## config.mk

```make
export PLATFORM = sky130hd
export DESIGN_NAME = buck_config_mode_select
export DESIGN_NICKNAME = d
export VERILOG_FILES = /design/src/logic/buck_cfg_pkg.sv /design/src/logic/buck_vout_decode.sv /design/src/logic/buck_config_mode_select.sv
export SDC_FILE = /design/constraint.sdc
export NUM_CORES = 1
export LEC_CHECK = 0
export ABC_AREA = 0
export BUFFER_PORTS_ARGS = -buffer_cell sky130_fd_sc_hd__clkbuf_2
export CORE_UTILIZATION = 30
export CTS_CLUSTER_SIZE = 28
export DETAILED_ROUTE_END_ITERATION = 6
export SKIP_LAST_GASP = 1
export SYNTH_ARGS = -nofsm -noshare
export SYNTH_HDL_FRONTEND = slang
export SYNTH_SLANG_ARGS = --single-unit
```

## constraint.sdc

```tcl
create_clock -name mclk_i -period 4.6 [get_ports mclk_i]
set_input_delay 0.46 -clock mclk_i [delete_from_list [all_inputs] [get_ports mclk_i]]
set_output_delay 0.46 -clock mclk_i [all_outputs]
set_load 0.005 [all_outputs]
```

## src/logic/buck_cfg_pkg.sv

```systemverilog
// package: constants and carrier types for the buck configuration and mode select block
// assumes a 250 MHz single clock domain and fuse values that are stable at reset release
`default_nettype none
package buck_cfg_pkg;
  // clock
  localparam int unsigned clk_period_ps = 4000;
  // voltage code layout
  localparam int unsigned vcode_ext_bit = 7;
  localparam logic [7:0] vcode_int_min = 8'h10;
  localparam logic [7:0] vcode_int_max = 8'h6a;
  localparam logic [3:0] vcode_ext_grp_min = 4'h2;
  localparam logic [3:0] vcode_ext_grp_max = 4'hf;
  localparam int unsigned vout_base_mv = 1800;
  localparam int unsigned vout_step_mv = 50;
  localparam int unsigned vout_ext_step_mv = 400;
  localparam int unsigned vout_ext_top_mv = 8000;
  // half frequency threshold: vin/vout above this ratio
  localparam int unsigned half_freq_ratio = 6;
  // on-time figures in ns
  localparam int unsigned min_on_00_ns = 40;
  localparam int unsigned min_on_01_ns = 60;
  localparam int unsigned min_on_10_ns = 80;
  localparam int unsigned min_on_11_ns = 100;
  localparam int unsigned pfm_on_00_ns = 160;
  localparam int unsigned pfm_on_01_ns = 320;
  localparam int unsigned pfm_on_10_ns = 640;
  localparam int unsigned pfm_on_11_ns = 800;
  // cycle counts derived from the clock period
  localparam logic [7:0] min_on_00_cyc = 8'((min_on_00_ns * 1000) / clk_period_ps);
  localparam logic [7:0] min_on_01_cyc = 8'((min_on_01_ns * 1000) / clk_period_ps);
  localparam logic [7:0] min_on_10_cyc = 8'((min_on_10_ns * 1000) / clk_period_ps);
  localparam logic [7:0] min_on_11_cyc = 8'((min_on_11_ns * 1000) / clk_period_ps);
  localparam logic [7:0] pfm_on_00_cyc = 8'((pfm_on_00_ns * 1000) / clk_period_ps);
  localparam logic [7:0] pfm_on_01_cyc = 8'((pfm_on_01_ns * 1000) / clk_period_ps);
  localparam logic [7:0] pfm_on_10_cyc = 8'((pfm_on_10_ns * 1000) / clk_period_ps);
  localparam logic [7:0] pfm_on_11_cyc = 8'((pfm_on_11_ns * 1000) / clk_period_ps);
  // mode field encodings
  localparam logic [1:0] mode_pfm = 2'h0;
  localparam logic [1:0] mode_pwm = 2'h3;
  // reset values
  localparam logic [1:0] mode_reset = 2'h0;
  localparam logic [12:0] vout_mv_reset = 13'h0000;

  typedef struct packed {
    logic [7:0] vout_code;
    logic [1:0] min_on_time;
    logic [1:0] pulse_on_time;
    logic [1:0] default_mode;
    logic pin_function_select;
  } fuse_type;

  typedef struct packed {
    logic ext_divider;
    logic code_valid;
    logic [12:0] vout_mv;
  } vout_type;
endpackage : buck_cfg_pkg
`default_nettype wire

```

## src/logic/buck_vout_decode.sv

```systemverilog
// vout code decoder: divider choice, nominal millivolts, validity
// assumes a static code; purely combinational
`default_nettype none
module buck_vout_decode (
  // code in
  input wire logic [7:0] code_i,
  // decoded out
  output var buck_cfg_pkg::vout_type dec_o
);
  logic [12:0] grp_mv;
  logic [12:0] step_mv;

  always_comb begin
    grp_mv = 13'(buck_cfg_pkg::vout_base_mv)
      + 13'(buck_cfg_pkg::vout_ext_step_mv) * 13'(code_i[6:3] - buck_cfg_pkg::vcode_ext_grp_min);
    step_mv = 13'(buck_cfg_pkg::vout_base_mv)
      + 13'(buck_cfg_pkg::vout_step_mv) * 13'(code_i - buck_cfg_pkg::vcode_int_min);
    dec_o.ext_divider = code_i[buck_cfg_pkg::vcode_ext_bit];
    if (code_i[buck_cfg_pkg::vcode_ext_bit]) begin
      // low three bits ignored
      dec_o.code_valid = (code_i[6:3] >= buck_cfg_pkg::vcode_ext_grp_min);
      dec_o.vout_mv = dec_o.code_valid ? grp_mv : buck_cfg_pkg::vout_mv_reset;
    end else begin
      dec_o.code_valid = (code_i >= buck_cfg_pkg::vcode_int_min)
        && (code_i <= buck_cfg_pkg::vcode_int_max);
      dec_o.vout_mv = dec_o.code_valid ? step_mv : buck_cfg_pkg::vout_mv_reset;
    end
  end
endmodule : buck_vout_decode
`default_nettype wire

```

## src/logic/buck_config_mode_select.sv

```systemverilog
// buck configuration and mode select: fuse decode, on-times, mode choice
// assumes fuse inputs are settled and stable before reset release
`default_nettype none
// Operation
// - output voltage comes from fuse code
// - top bit zero uses internal divider
// - top bit one uses external divider
// - internal codes 1.8 V plus 50 mV steps
// - external codes select 0.4 V ranges
// - min on-time fuse 40/60/80/100 ns
// - ratio above six halves switching frequency
// - pin function zero means sync input
// - sync config uses software mode field
// - mode 00 pulse frequency, 11 pwm
// - pin function one: pin low pwm
// - pulse on-time fuse 160/320/640/800 ns
module buck_config_mode_select (
  // clock and reset
  input wire logic mclk_i,
  input wire logic rst_n_i,
  // fuse store
  input wire buck_cfg_pkg::fuse_type fuse_i,
  // software mode field
  input wire logic sw_mode_wr_i,
  input wire logic [1:0] sw_mode_wdata_i,
  // pins and analog comparator
  input wire logic shared_mode_sync_pin_i,
  input wire logic ratio_above_limit_i,
  // decoded configuration
  output logic ext_divider_o,
  output logic vout_code_valid_o,
  output logic [7:0] fuse_vout_code_o,
  output logic [12:0] vout_mv_o,
  output logic [7:0] min_on_cycles_o,
  output logic [7:0] pulse_on_cycles_o,
  // mode
  output logic [1:0] sw_switching_mode_field_o,
  output logic pulse_frequency_mode_o,
  output logic sync_input_enable_o,
  output logic half_freq_o,
  output logic config_loaded_o
);
  typedef enum logic {st_load = 1'b0, st_run = 1'b1} phase_type;

  phase_type phase_reg, phase_next;
  buck_cfg_pkg::fuse_type fuse_reg, fuse_next;
  buck_cfg_pkg::vout_type vout_reg, vout_next;
  buck_cfg_pkg::vout_type dec;
  logic [7:0] min_on_reg, min_on_next;
  logic [7:0] pulse_on_reg, pulse_on_next;
  logic [1:0] mode_reg, mode_next;
  logic pfm_reg, pfm_next;
  logic half_reg, half_next;
  logic sync_en_reg, sync_en_next;
  logic [1:0] pin_sync_reg, pin_sync_next;
  logic [1:0] ratio_sync_reg, ratio_sync_next;
  logic mode_wr_ok;

  // ---------------------------------------------------------------
  // helpers
  // ---------------------------------------------------------------
  function automatic logic [7:0] min_on_lookup(input logic [1:0] sel);
    unique case (sel)
      2'h0: min_on_lookup = buck_cfg_pkg::min_on_00_cyc;
      2'h1: min_on_lookup = buck_cfg_pkg::min_on_01_cyc;
      2'h2: min_on_lookup = buck_cfg_pkg::min_on_10_cyc;
      2'h3: min_on_lookup = buck_cfg_pkg::min_on_11_cyc;
    endcase
  endfunction : min_on_lookup

  function automatic logic [7:0] pulse_on_lookup(input logic [1:0] sel);
    unique case (sel)
      2'h0: pulse_on_lookup = buck_cfg_pkg::pfm_on_00_cyc;
      2'h1: pulse_on_lookup = buck_cfg_pkg::pfm_on_01_cyc;
      2'h2: pulse_on_lookup = buck_cfg_pkg::pfm_on_10_cyc;
      2'h3: pulse_on_lookup = buck_cfg_pkg::pfm_on_11_cyc;
    endcase
  endfunction : pulse_on_lookup

  // ---------------------------------------------------------------
  // synchronisers
  // ---------------------------------------------------------------
  // only the second stage is read; the first may still be settling
  always_comb begin
    pin_sync_next = {pin_sync_reg[0], shared_mode_sync_pin_i};
    ratio_sync_next = {ratio_sync_reg[0], ratio_above_limit_i};
  end

  always_ff @(posedge mclk_i or negedge rst_n_i) begin
    if (!rst_n_i) begin
      pin_sync_reg <= 2'h0;
      ratio_sync_reg <= 2'h0;
    end else begin
      pin_sync_reg <= pin_sync_next;
      ratio_sync_reg <= ratio_sync_next;
    end
  end

  // ---------------------------------------------------------------
  // fuse capture
  // ---------------------------------------------------------------
  // fuses caught once, one edge after reset release; later moves are ignored
  always_comb begin
    phase_next = phase_reg;
    fuse_next = fuse_reg;
    sync_en_next = sync_en_reg;
    unique case (phase_reg)
      st_load: begin
        fuse_next = fuse_i;
        sync_en_next = !fuse_i.pin_function_select;
        phase_next = st_run;
      end
      st_run: begin
        phase_next = st_run;
      end
    endcase
  end

  always_ff @(posedge mclk_i or negedge rst_n_i) begin
    if (!rst_n_i) begin
      phase_reg <= st_load;
      fuse_reg <= '0;
      sync_en_reg <= 1'b0;
    end else begin
      phase_reg <= phase_next;
      fuse_reg <= fuse_next;
      sync_en_reg <= sync_en_next;
    end
  end

  // ---------------------------------------------------------------
  // voltage code and on-time decode
  // ---------------------------------------------------------------
  buck_vout_decode u_decode (
    .code_i(fuse_reg.vout_code),
    .dec_o(dec)
  );

  // settles one edge after capture, from the registered fuse copy
  always_comb begin
    vout_next = vout_reg;
    min_on_next = min_on_reg;
    pulse_on_next = pulse_on_reg;
    if (phase_reg == st_run) begin
      vout_next = dec;
      min_on_next = min_on_lookup(fuse_reg.min_on_time);
      pulse_on_next = pulse_on_lookup(fuse_reg.pulse_on_time);
    end
  end

  always_ff @(posedge mclk_i or negedge rst_n_i) begin
    if (!rst_n_i) begin
      vout_reg <= '0;
      min_on_reg <= 8'h00;
      pulse_on_reg <= 8'h00;
    end else begin
      vout_reg <= vout_next;
      min_on_reg <= min_on_next;
      pulse_on_reg <= pulse_on_next;
    end
  end

  // ---------------------------------------------------------------
  // switching mode
  // ---------------------------------------------------------------
  // reserved write codes are refused, but a 01 or 10 default_mode fuse still loads into the field
  assign mode_wr_ok = sw_mode_wr_i && (sw_mode_wdata_i == buck_cfg_pkg::mode_pfm
    || sw_mode_wdata_i == buck_cfg_pkg::mode_pwm);

  always_comb begin
    mode_next = mode_reg;
    pfm_next = pfm_reg;
    half_next = ratio_sync_reg[1];
    unique case (phase_reg)
      st_load: begin
        mode_next = fuse_i.default_mode;
      end
      st_run: begin
        if (mode_wr_ok) begin
          mode_next = sw_mode_wdata_i;
        end
        // pin mode: field still follows writes but no longer steers the mode
        if (fuse_reg.pin_function_select) begin
          pfm_next = pin_sync_reg[1];
        end else begin
          pfm_next = (mode_reg == buck_cfg_pkg::mode_pfm);
        end
      end
    endcase
  end

  always_ff @(posedge mclk_i or negedge rst_n_i) begin
    if (!rst_n_i) begin
      mode_reg <= buck_cfg_pkg::mode_reset;
      pfm_reg <= 1'b0;
      half_reg <= 1'b0;
    end else begin
      mode_reg <= mode_next;
      pfm_reg <= pfm_next;
      half_reg <= half_next;
    end
  end

  // ---------------------------------------------------------------
  // outputs
  // ---------------------------------------------------------------
  always_comb begin
    ext_divider_o = vout_reg.ext_divider;
    vout_code_valid_o = vout_reg.code_valid;
    vout_mv_o = vout_reg.vout_mv;
    fuse_vout_code_o = fuse_reg.vout_code;
    min_on_cycles_o = min_on_reg;
    pulse_on_cycles_o = pulse_on_reg;
    sw_switching_mode_field_o = mode_reg;
    pulse_frequency_mode_o = pfm_reg;
    sync_input_enable_o = sync_en_reg;
    half_freq_o = half_reg;
    config_loaded_o = (phase_reg == st_run);
  end
endmodule : buck_config_mode_select
`default_nettype wire

```

# [Yosys cells after proc, flatten, opt, wreduce, memory -nomap -nowiden]
# Index checks and enable logic that the tools add are counted.
[word_totals] output_inout_bits=45 reg_bits=54
[classes] n_reduce_logical=8 eq_ne=8 n_mul=2 magnitude_cmp=3 n_bitwise=1 muxes=8 add_sub_neg=4
[op_table] op="case mux 8 bit (4 select lines)" count=2
[op_table] op="adder 11 x 13 -> 13 bit (first input constant)" count=2
[op_table] op="two-way mux 13 bit" count=2
[op_table] op="two-way mux 14 bit" count=1
[op_table] op="multiplier 5 x 13 -> 12 bit (first input constant)" count=1
[op_table] op="multiplier 5 x 13 -> 9 bit (first input constant)" count=1
[op_table] op="== test 2 bit (second input constant)" count=5
[op_table] op="subtractor 8 x 5 -> 9 bit (second input constant)" count=1
[op_table] op=">= comparator 8 x 5 -> 1 bit (second input constant)" count=1
[op_table] op="<= comparator 8 x 7 -> 1 bit (second input constant)" count=1
[op_table] op="logical NOT 2 bit" count=4
[op_table] op="subtractor 4 x 2 -> 5 bit (second input constant)" count=1
[op_table] op="== test 2 x 1 -> 1 bit (second input constant)" count=2
[op_table] op=">= comparator 4 x 2 -> 1 bit (second input constant)" count=1
[op_table] op="case mux 2 bit (2 select lines)" count=1
[op_table] op="logical AND 1 bit" count=2
[op_table] op="two-way mux 2 bit" count=1
[op_table] op="inequality test 2 x 1 -> 1 bit (second input constant)" count=1
[op_table] op="logical NOT 1 bit" count=1
[op_table] op="logical OR 1 bit" count=1
[op_table] op="two-way mux 1 bit" count=1
[op_table] op="inverter 1 bit" count=1

# [Longest topological paths before layout]
[depth] word_depth=5 ltp_mapped=16

# [Cells and area by module]
# From an unflattened synthesis, not the netlist that was laid out.
[unflattened] hier_cells=357 area_unflattened_um2=3842.4
[modules_own_cells] module="buck_config_mode_select" area_per_inst_um2=2172.1 n_inst=1 cells_per_inst=150
[modules_own_cells] module="buck_vout_decode" area_per_inst_um2=1670.4 n_inst=1 cells_per_inst=207

# [Worst setup path before layout]
# No wires, ideal clock.
[synth_timing] path_kind="register -> register" start="reg fuse_reg (netlist bit fuse_vout_code_o[4])" end="reg vout_reg (netlist bit vout_mv_o[12])" slack_ps=833 path_buffers=0 path_stages_with_launch=17 arrival_ps=3628 required_ps=4462 setup_time_ps=138 path_cell_list="dfrtp_1 inv_1 ha_1 ha_1 inv_1 ha_1 ha_1 inv_1 fa_1 inv_1 ha_1 inv_1 or3_1 mux2i_1 o32a_2 xnor2_1 o221ai_1"
[synth_between] elab_chain_cells=5 elab_cells_between_ends=13 cone_classes="add/sub (4); mul (2); order compare (3); mux (3); reduce/logical (1)"
[synth_rtl] element="start: declaration" line="buck_config_mode_select.sv:46" text="buck_cfg_pkg::fuse_type fuse_reg, fuse_next;"
[synth_rtl] element="start signal: assignment" line="buck_config_mode_select.sv:126" text="fuse_reg <= fuse_next;"
[synth_rtl] element="subtractor 8 x 5 -> 9 bit or subtractor 4 x 2 -> 5 bit (tied branches)" line="buck_vout_decode.sv:17, buck_vout_decode.sv:15"
[synth_rtl] element="multiplier 5 x 13 -> 12 bit or multiplier 5 x 13 -> 9 bit (tied branches)" line="buck_vout_decode.sv:17, buck_vout_decode.sv:15"
[synth_rtl] element="adder 11 x 13 -> 13 bit (on tied branches)" line="buck_vout_decode.sv:17, buck_vout_decode.sv:15"
[synth_rtl] element="two-way mux 13 bit (on tied branches)" line="buck_vout_decode.sv:26, buck_vout_decode.sv:22"
[synth_rtl] element="two-way mux 14 bit (*)" line="buck_vout_decode.sv:19" text="if (code_i[buck_cfg_pkg::vcode_ext_bit]) begin"
[synth_rtl] element="end signal: assignment" line="buck_config_mode_select.sv:157" text="vout_reg <= vout_next;"
[synth_rtl] element="end: declaration" line="buck_config_mode_select.sv:47" text="buck_cfg_pkg::vout_type vout_reg, vout_next;"
# Every way passes the cells marked *; elsewhere a longest branch is shown, timed or not.
# A chain may end at the register's enable or synchronous reset.

# [Worst setup path in the final report]
# Same ends and word-level chain as after synthesis.

==> results by group <==
Run status
  • Status: finished, final reports clean

GRT
  • Global-route usage over all layers: 0.122
  • GR Overflow Total: 0
  • Largest net degree at the start of global routing: 48
  • Vias in the first global route: 2604
  • First-pass GRT wire length: 12.3 mm
  • Initial antenna violation count: 0

Worst setup path
  • Reg-to-reg endpoint: vout_mv_o[12]
  • FF-to-FF Start: fuse_vout_code_o[4]
  • Worst r2r path cells: 16
  • Crit end category: flop
  • Arr. time, crit path: 4.30 ns
  • CP Max Fanout: 10
  • Worst Setup Start Kind: flop
  • Reg2reg setup slack: 0.42 ns
  • Critical Path RT: 4.73 ns
  • Setup Crit Path Kind: flop to flop

Placed design
  • Post-DP HPWL: 5.74 mm
  • Final Wtd Congestion: 0.793
  • Placed Area: 0.00389 mm^2
  • Dpl ws: 0.436 ns
  • # placed instances: 543
  • I/O Buffers: 59

Worst hold path
  • Hold crit path type: input port to async pin

CTS
  • Clk pin slew, worst setup/hold paths: 0.07 ns
  • Worst-Skew Late Latency: 0.29 ns
  • Hold buffers post-CTS: 0
  • Post-CTS setup buffers: 0
  • CTS Sinks: 47
  • Clock Tree Root: clkbuf_16
  • H-Tree Depth: 2
  • PostCTS Resize Cnt: 0
  • Cts bufs inserted: 5
  • Clk buf depth: 2
  • CTS tree: done

Detailed routing
  • Final ANT Viol Nets: 0
  • Routed WL: 7.31 mm
  • WL per Instance: 13.3 um
  • Met3 wire length: 359 um
  • 1st-iter DRT viols: 116
  • Vias: 2567
  • Metal-1 WL: 3.42 mm
  • Number of remaining DRC errors: 0
  • Highest metal layer with signal wires: met4
  • Drt first pass iters: 4
  • Vias per cell: 4.66
  • WL met2: 3.45 mm

Floorplan
  • Die area: 0.0122 mm^2
  • Die height: 110 um
  • # IOs: 67
  • Initial core utilization: 0.309
  • Die span in x: 110 um
  • Row count: 39
  • Core area: 0.0114 mm^2

Timing
  • Setup Viol. Count Final: 0
  • Final hold slack: 0.258 ns
  • RSZ-0062 raised after global routing: false
  • Final Hold Viols: 0
  • Final critical-path required period: 4.18 ns
  • Fin crit share: 0.908
  • Final setup TNS: 0 ns
  • Worst-Margin Slew: 0.808 ns
  • Final Slew Violations: 0
  • Fmax: 0.239 GHz
  • Final WS setup: 0.424 ns
  • Worst Clk Skew: 0.0130 ns
  • Slew HR: 0.461

Final layout
  • Final nets: 489
  • Non-Filler Instances: 551
  • Layout cell share with drive strength beyond 1: 0.238
  • Post-route cell area: 0.00405 mm^2
  • N_diodes: 0
  • Area grow syn2layout: 14.6%
  • Max reg flops: 12

Logic synthesis
  • Mapped Area: 0.00353 mm^2
  • Post-synth EDFFs: 0
  • Synth Instances: 356
  • Count of cell types in the netlist: 44
  • #FFs+latches synth: 47
  • Seq/Total Area, Yosys: 0.333
  • Ys async rst share: 1.00
  • Yosys warnings: 0
  • Top FF cell, synth: dfrtp_1
  • Syn avg cell area: 9.91 um^2

Power
  • Leak: 0.00202 uW
  • VDD IR max: 0.000194 V
  • P per Cell Area: 496 mW/mm^2

Flow run
  • Maxcap violations: 0
cell usage in the layout (no fill, tap or decap), drive strengths merged, types with 3 or more instances in the layout:
| cell type | synthesis | final |
|---|---|---|
| a211oi | 4 | 4 |
| a21o | 3 | 3 |
| a21oi | 18 | 18 |
| a31oi | 5 | 5 |
| clkbuf | 4 | 65 |
| conb | 2 | 8 |
| dfrtp | 47 | 47 |
| fa | 11 | 11 |
| ha | 49 | 49 |
| inv | 56 | 57 |
| mux2 | 16 | 16 |
| mux2i | 3 | 3 |
| nand2 | 12 | 12 |
| nand3 | 4 | 4 |
| nor2 | 27 | 27 |
| nor3 | 6 | 6 |
| o211ai | 3 | 3 |
| o21a | 6 | 6 |
| o21ai | 14 | 14 |
| o221ai | 5 | 5 |
| o22ai | 3 | 3 |
| xnor2 | 13 | 13 |
| xor2 | 8 | 8 |
critical path, stage by stage, from the launching register on:
cell	delay (ns)
dfrtp_1	0.62
inv_1	0.18
ha_1	0.27
ha_1	0.29
inv_1	0.20
ha_1	0.28
ha_1	0.27
inv_1	0.05
fa_1	0.50
inv_1	0.04
ha_1	0.32
inv_1	0.08
or3_1	0.31
mux2i_1	0.18
o32a_2	0.19
xnor2_1	0.10
o221ai_1	0.13
routing by layer:
metal / GRT usage / vias to the layer above
li1: - / 1262
met1: 0.162 / 1243
met2: 0.200 / 53
met3: 0.0285 / 9
met4: 0.0276 / 0
met5: 0 / -
per-stage QoR:
stage / power (uW) / utilization
2_1_floorplan: 1370 / -
3_3_place_gp: 1620 / 0.341
3_5_place_dp: 1640 / 0.341
4_1_cts: 2030 / 0.354
5_1_grt: 2180 / 0.354
6_report: 2010 / 0.354
layout make-up:
type,count,area [um^2]
clock buffers,6,139
multi-input cells,236,2020
repair buffers,61,310
fillers,1188,7370
inverters,56,210
well taps,143,179
flip-flops and latches,47,1180
clock inverters,2,13.8
synthesized netlist by cell type, types with 3 or more instances:
cell type / n / area, um^2
ha_1: 49 / 613
inv_1: 56 / 210
dfrtp_1: 47 / 1180
o221ai_1: 5 / 43.8
clkbuf_1: 4 / 15.0
o21ai_0: 9 / 45.0
nand2_1: 12 / 45.0
mux2i_1: 3 / 30.0
nand3_1: 4 / 20.0
a21oi_1: 18 / 90.1
xor2_1: 8 / 70.1
o22ai_1: 3 / 18.8
o211ai_1: 3 / 22.5
mux2_2: 16 / 180
o21a_1: 6 / 45.0
xnor2_1: 11 / 96.3
nor2_1: 27 / 101
fa_1: 11 / 220
a31oi_1: 5 / 31.3
buf_4: 16 / 120
nor3_1: 5 / 25.0
buf_2: 3 / 15.0
a21o_1: 3 / 22.5
o21ai_1: 3 / 15.0
power by group:
part | switching [uW] | leakage (uW) | internal, uW
Sequential | 62.4 | 0.000553 | 485
Combinational | 593 | 0.00139 | 491
Clock | 158 | 0.0000772 | 217
Total | 814 | 0.00202 | 1190
logic make-up after synthesis:
kind of cell | after synthesis | share of synthesized area
other cells | 2 | 0.00213
fa+ha+maj | 60 | 0.236
mux | 19 | 0.0596
buf+inv | 79 | 0.102
simple gates | 63 | 0.0879
compound gates | 65 | 0.123
xor+xnor | 21 | 0.0564
flops | 47 | 0.333
how the worst max path moves through the flow:
| stage | start | to | slack (ns) | depth (start not counted) |
|---|---|---|---|---|
| after floorplan | fuse_vout_code_o[4] | vout_mv_o[12] | 0.83 | 16 |
| after global placement | fuse_vout_code_o[4] | vout_mv_o[12] | 0.64 | 16 |
| after detailed placement | fuse_vout_code_o[4] | vout_mv_o[12] | 0.44 | 16 |
| after CTS | fuse_vout_code_o[4] | vout_mv_o[12] | 0.42 | 16 |
| after global routing | fuse_vout_code_o[4] | vout_mv_o[12] | 0.14 | 16 |
| final | fuse_vout_code_o[4] | vout_mv_o[12] | 0.42 | 16 |
(Power assumes the default switching activity.)
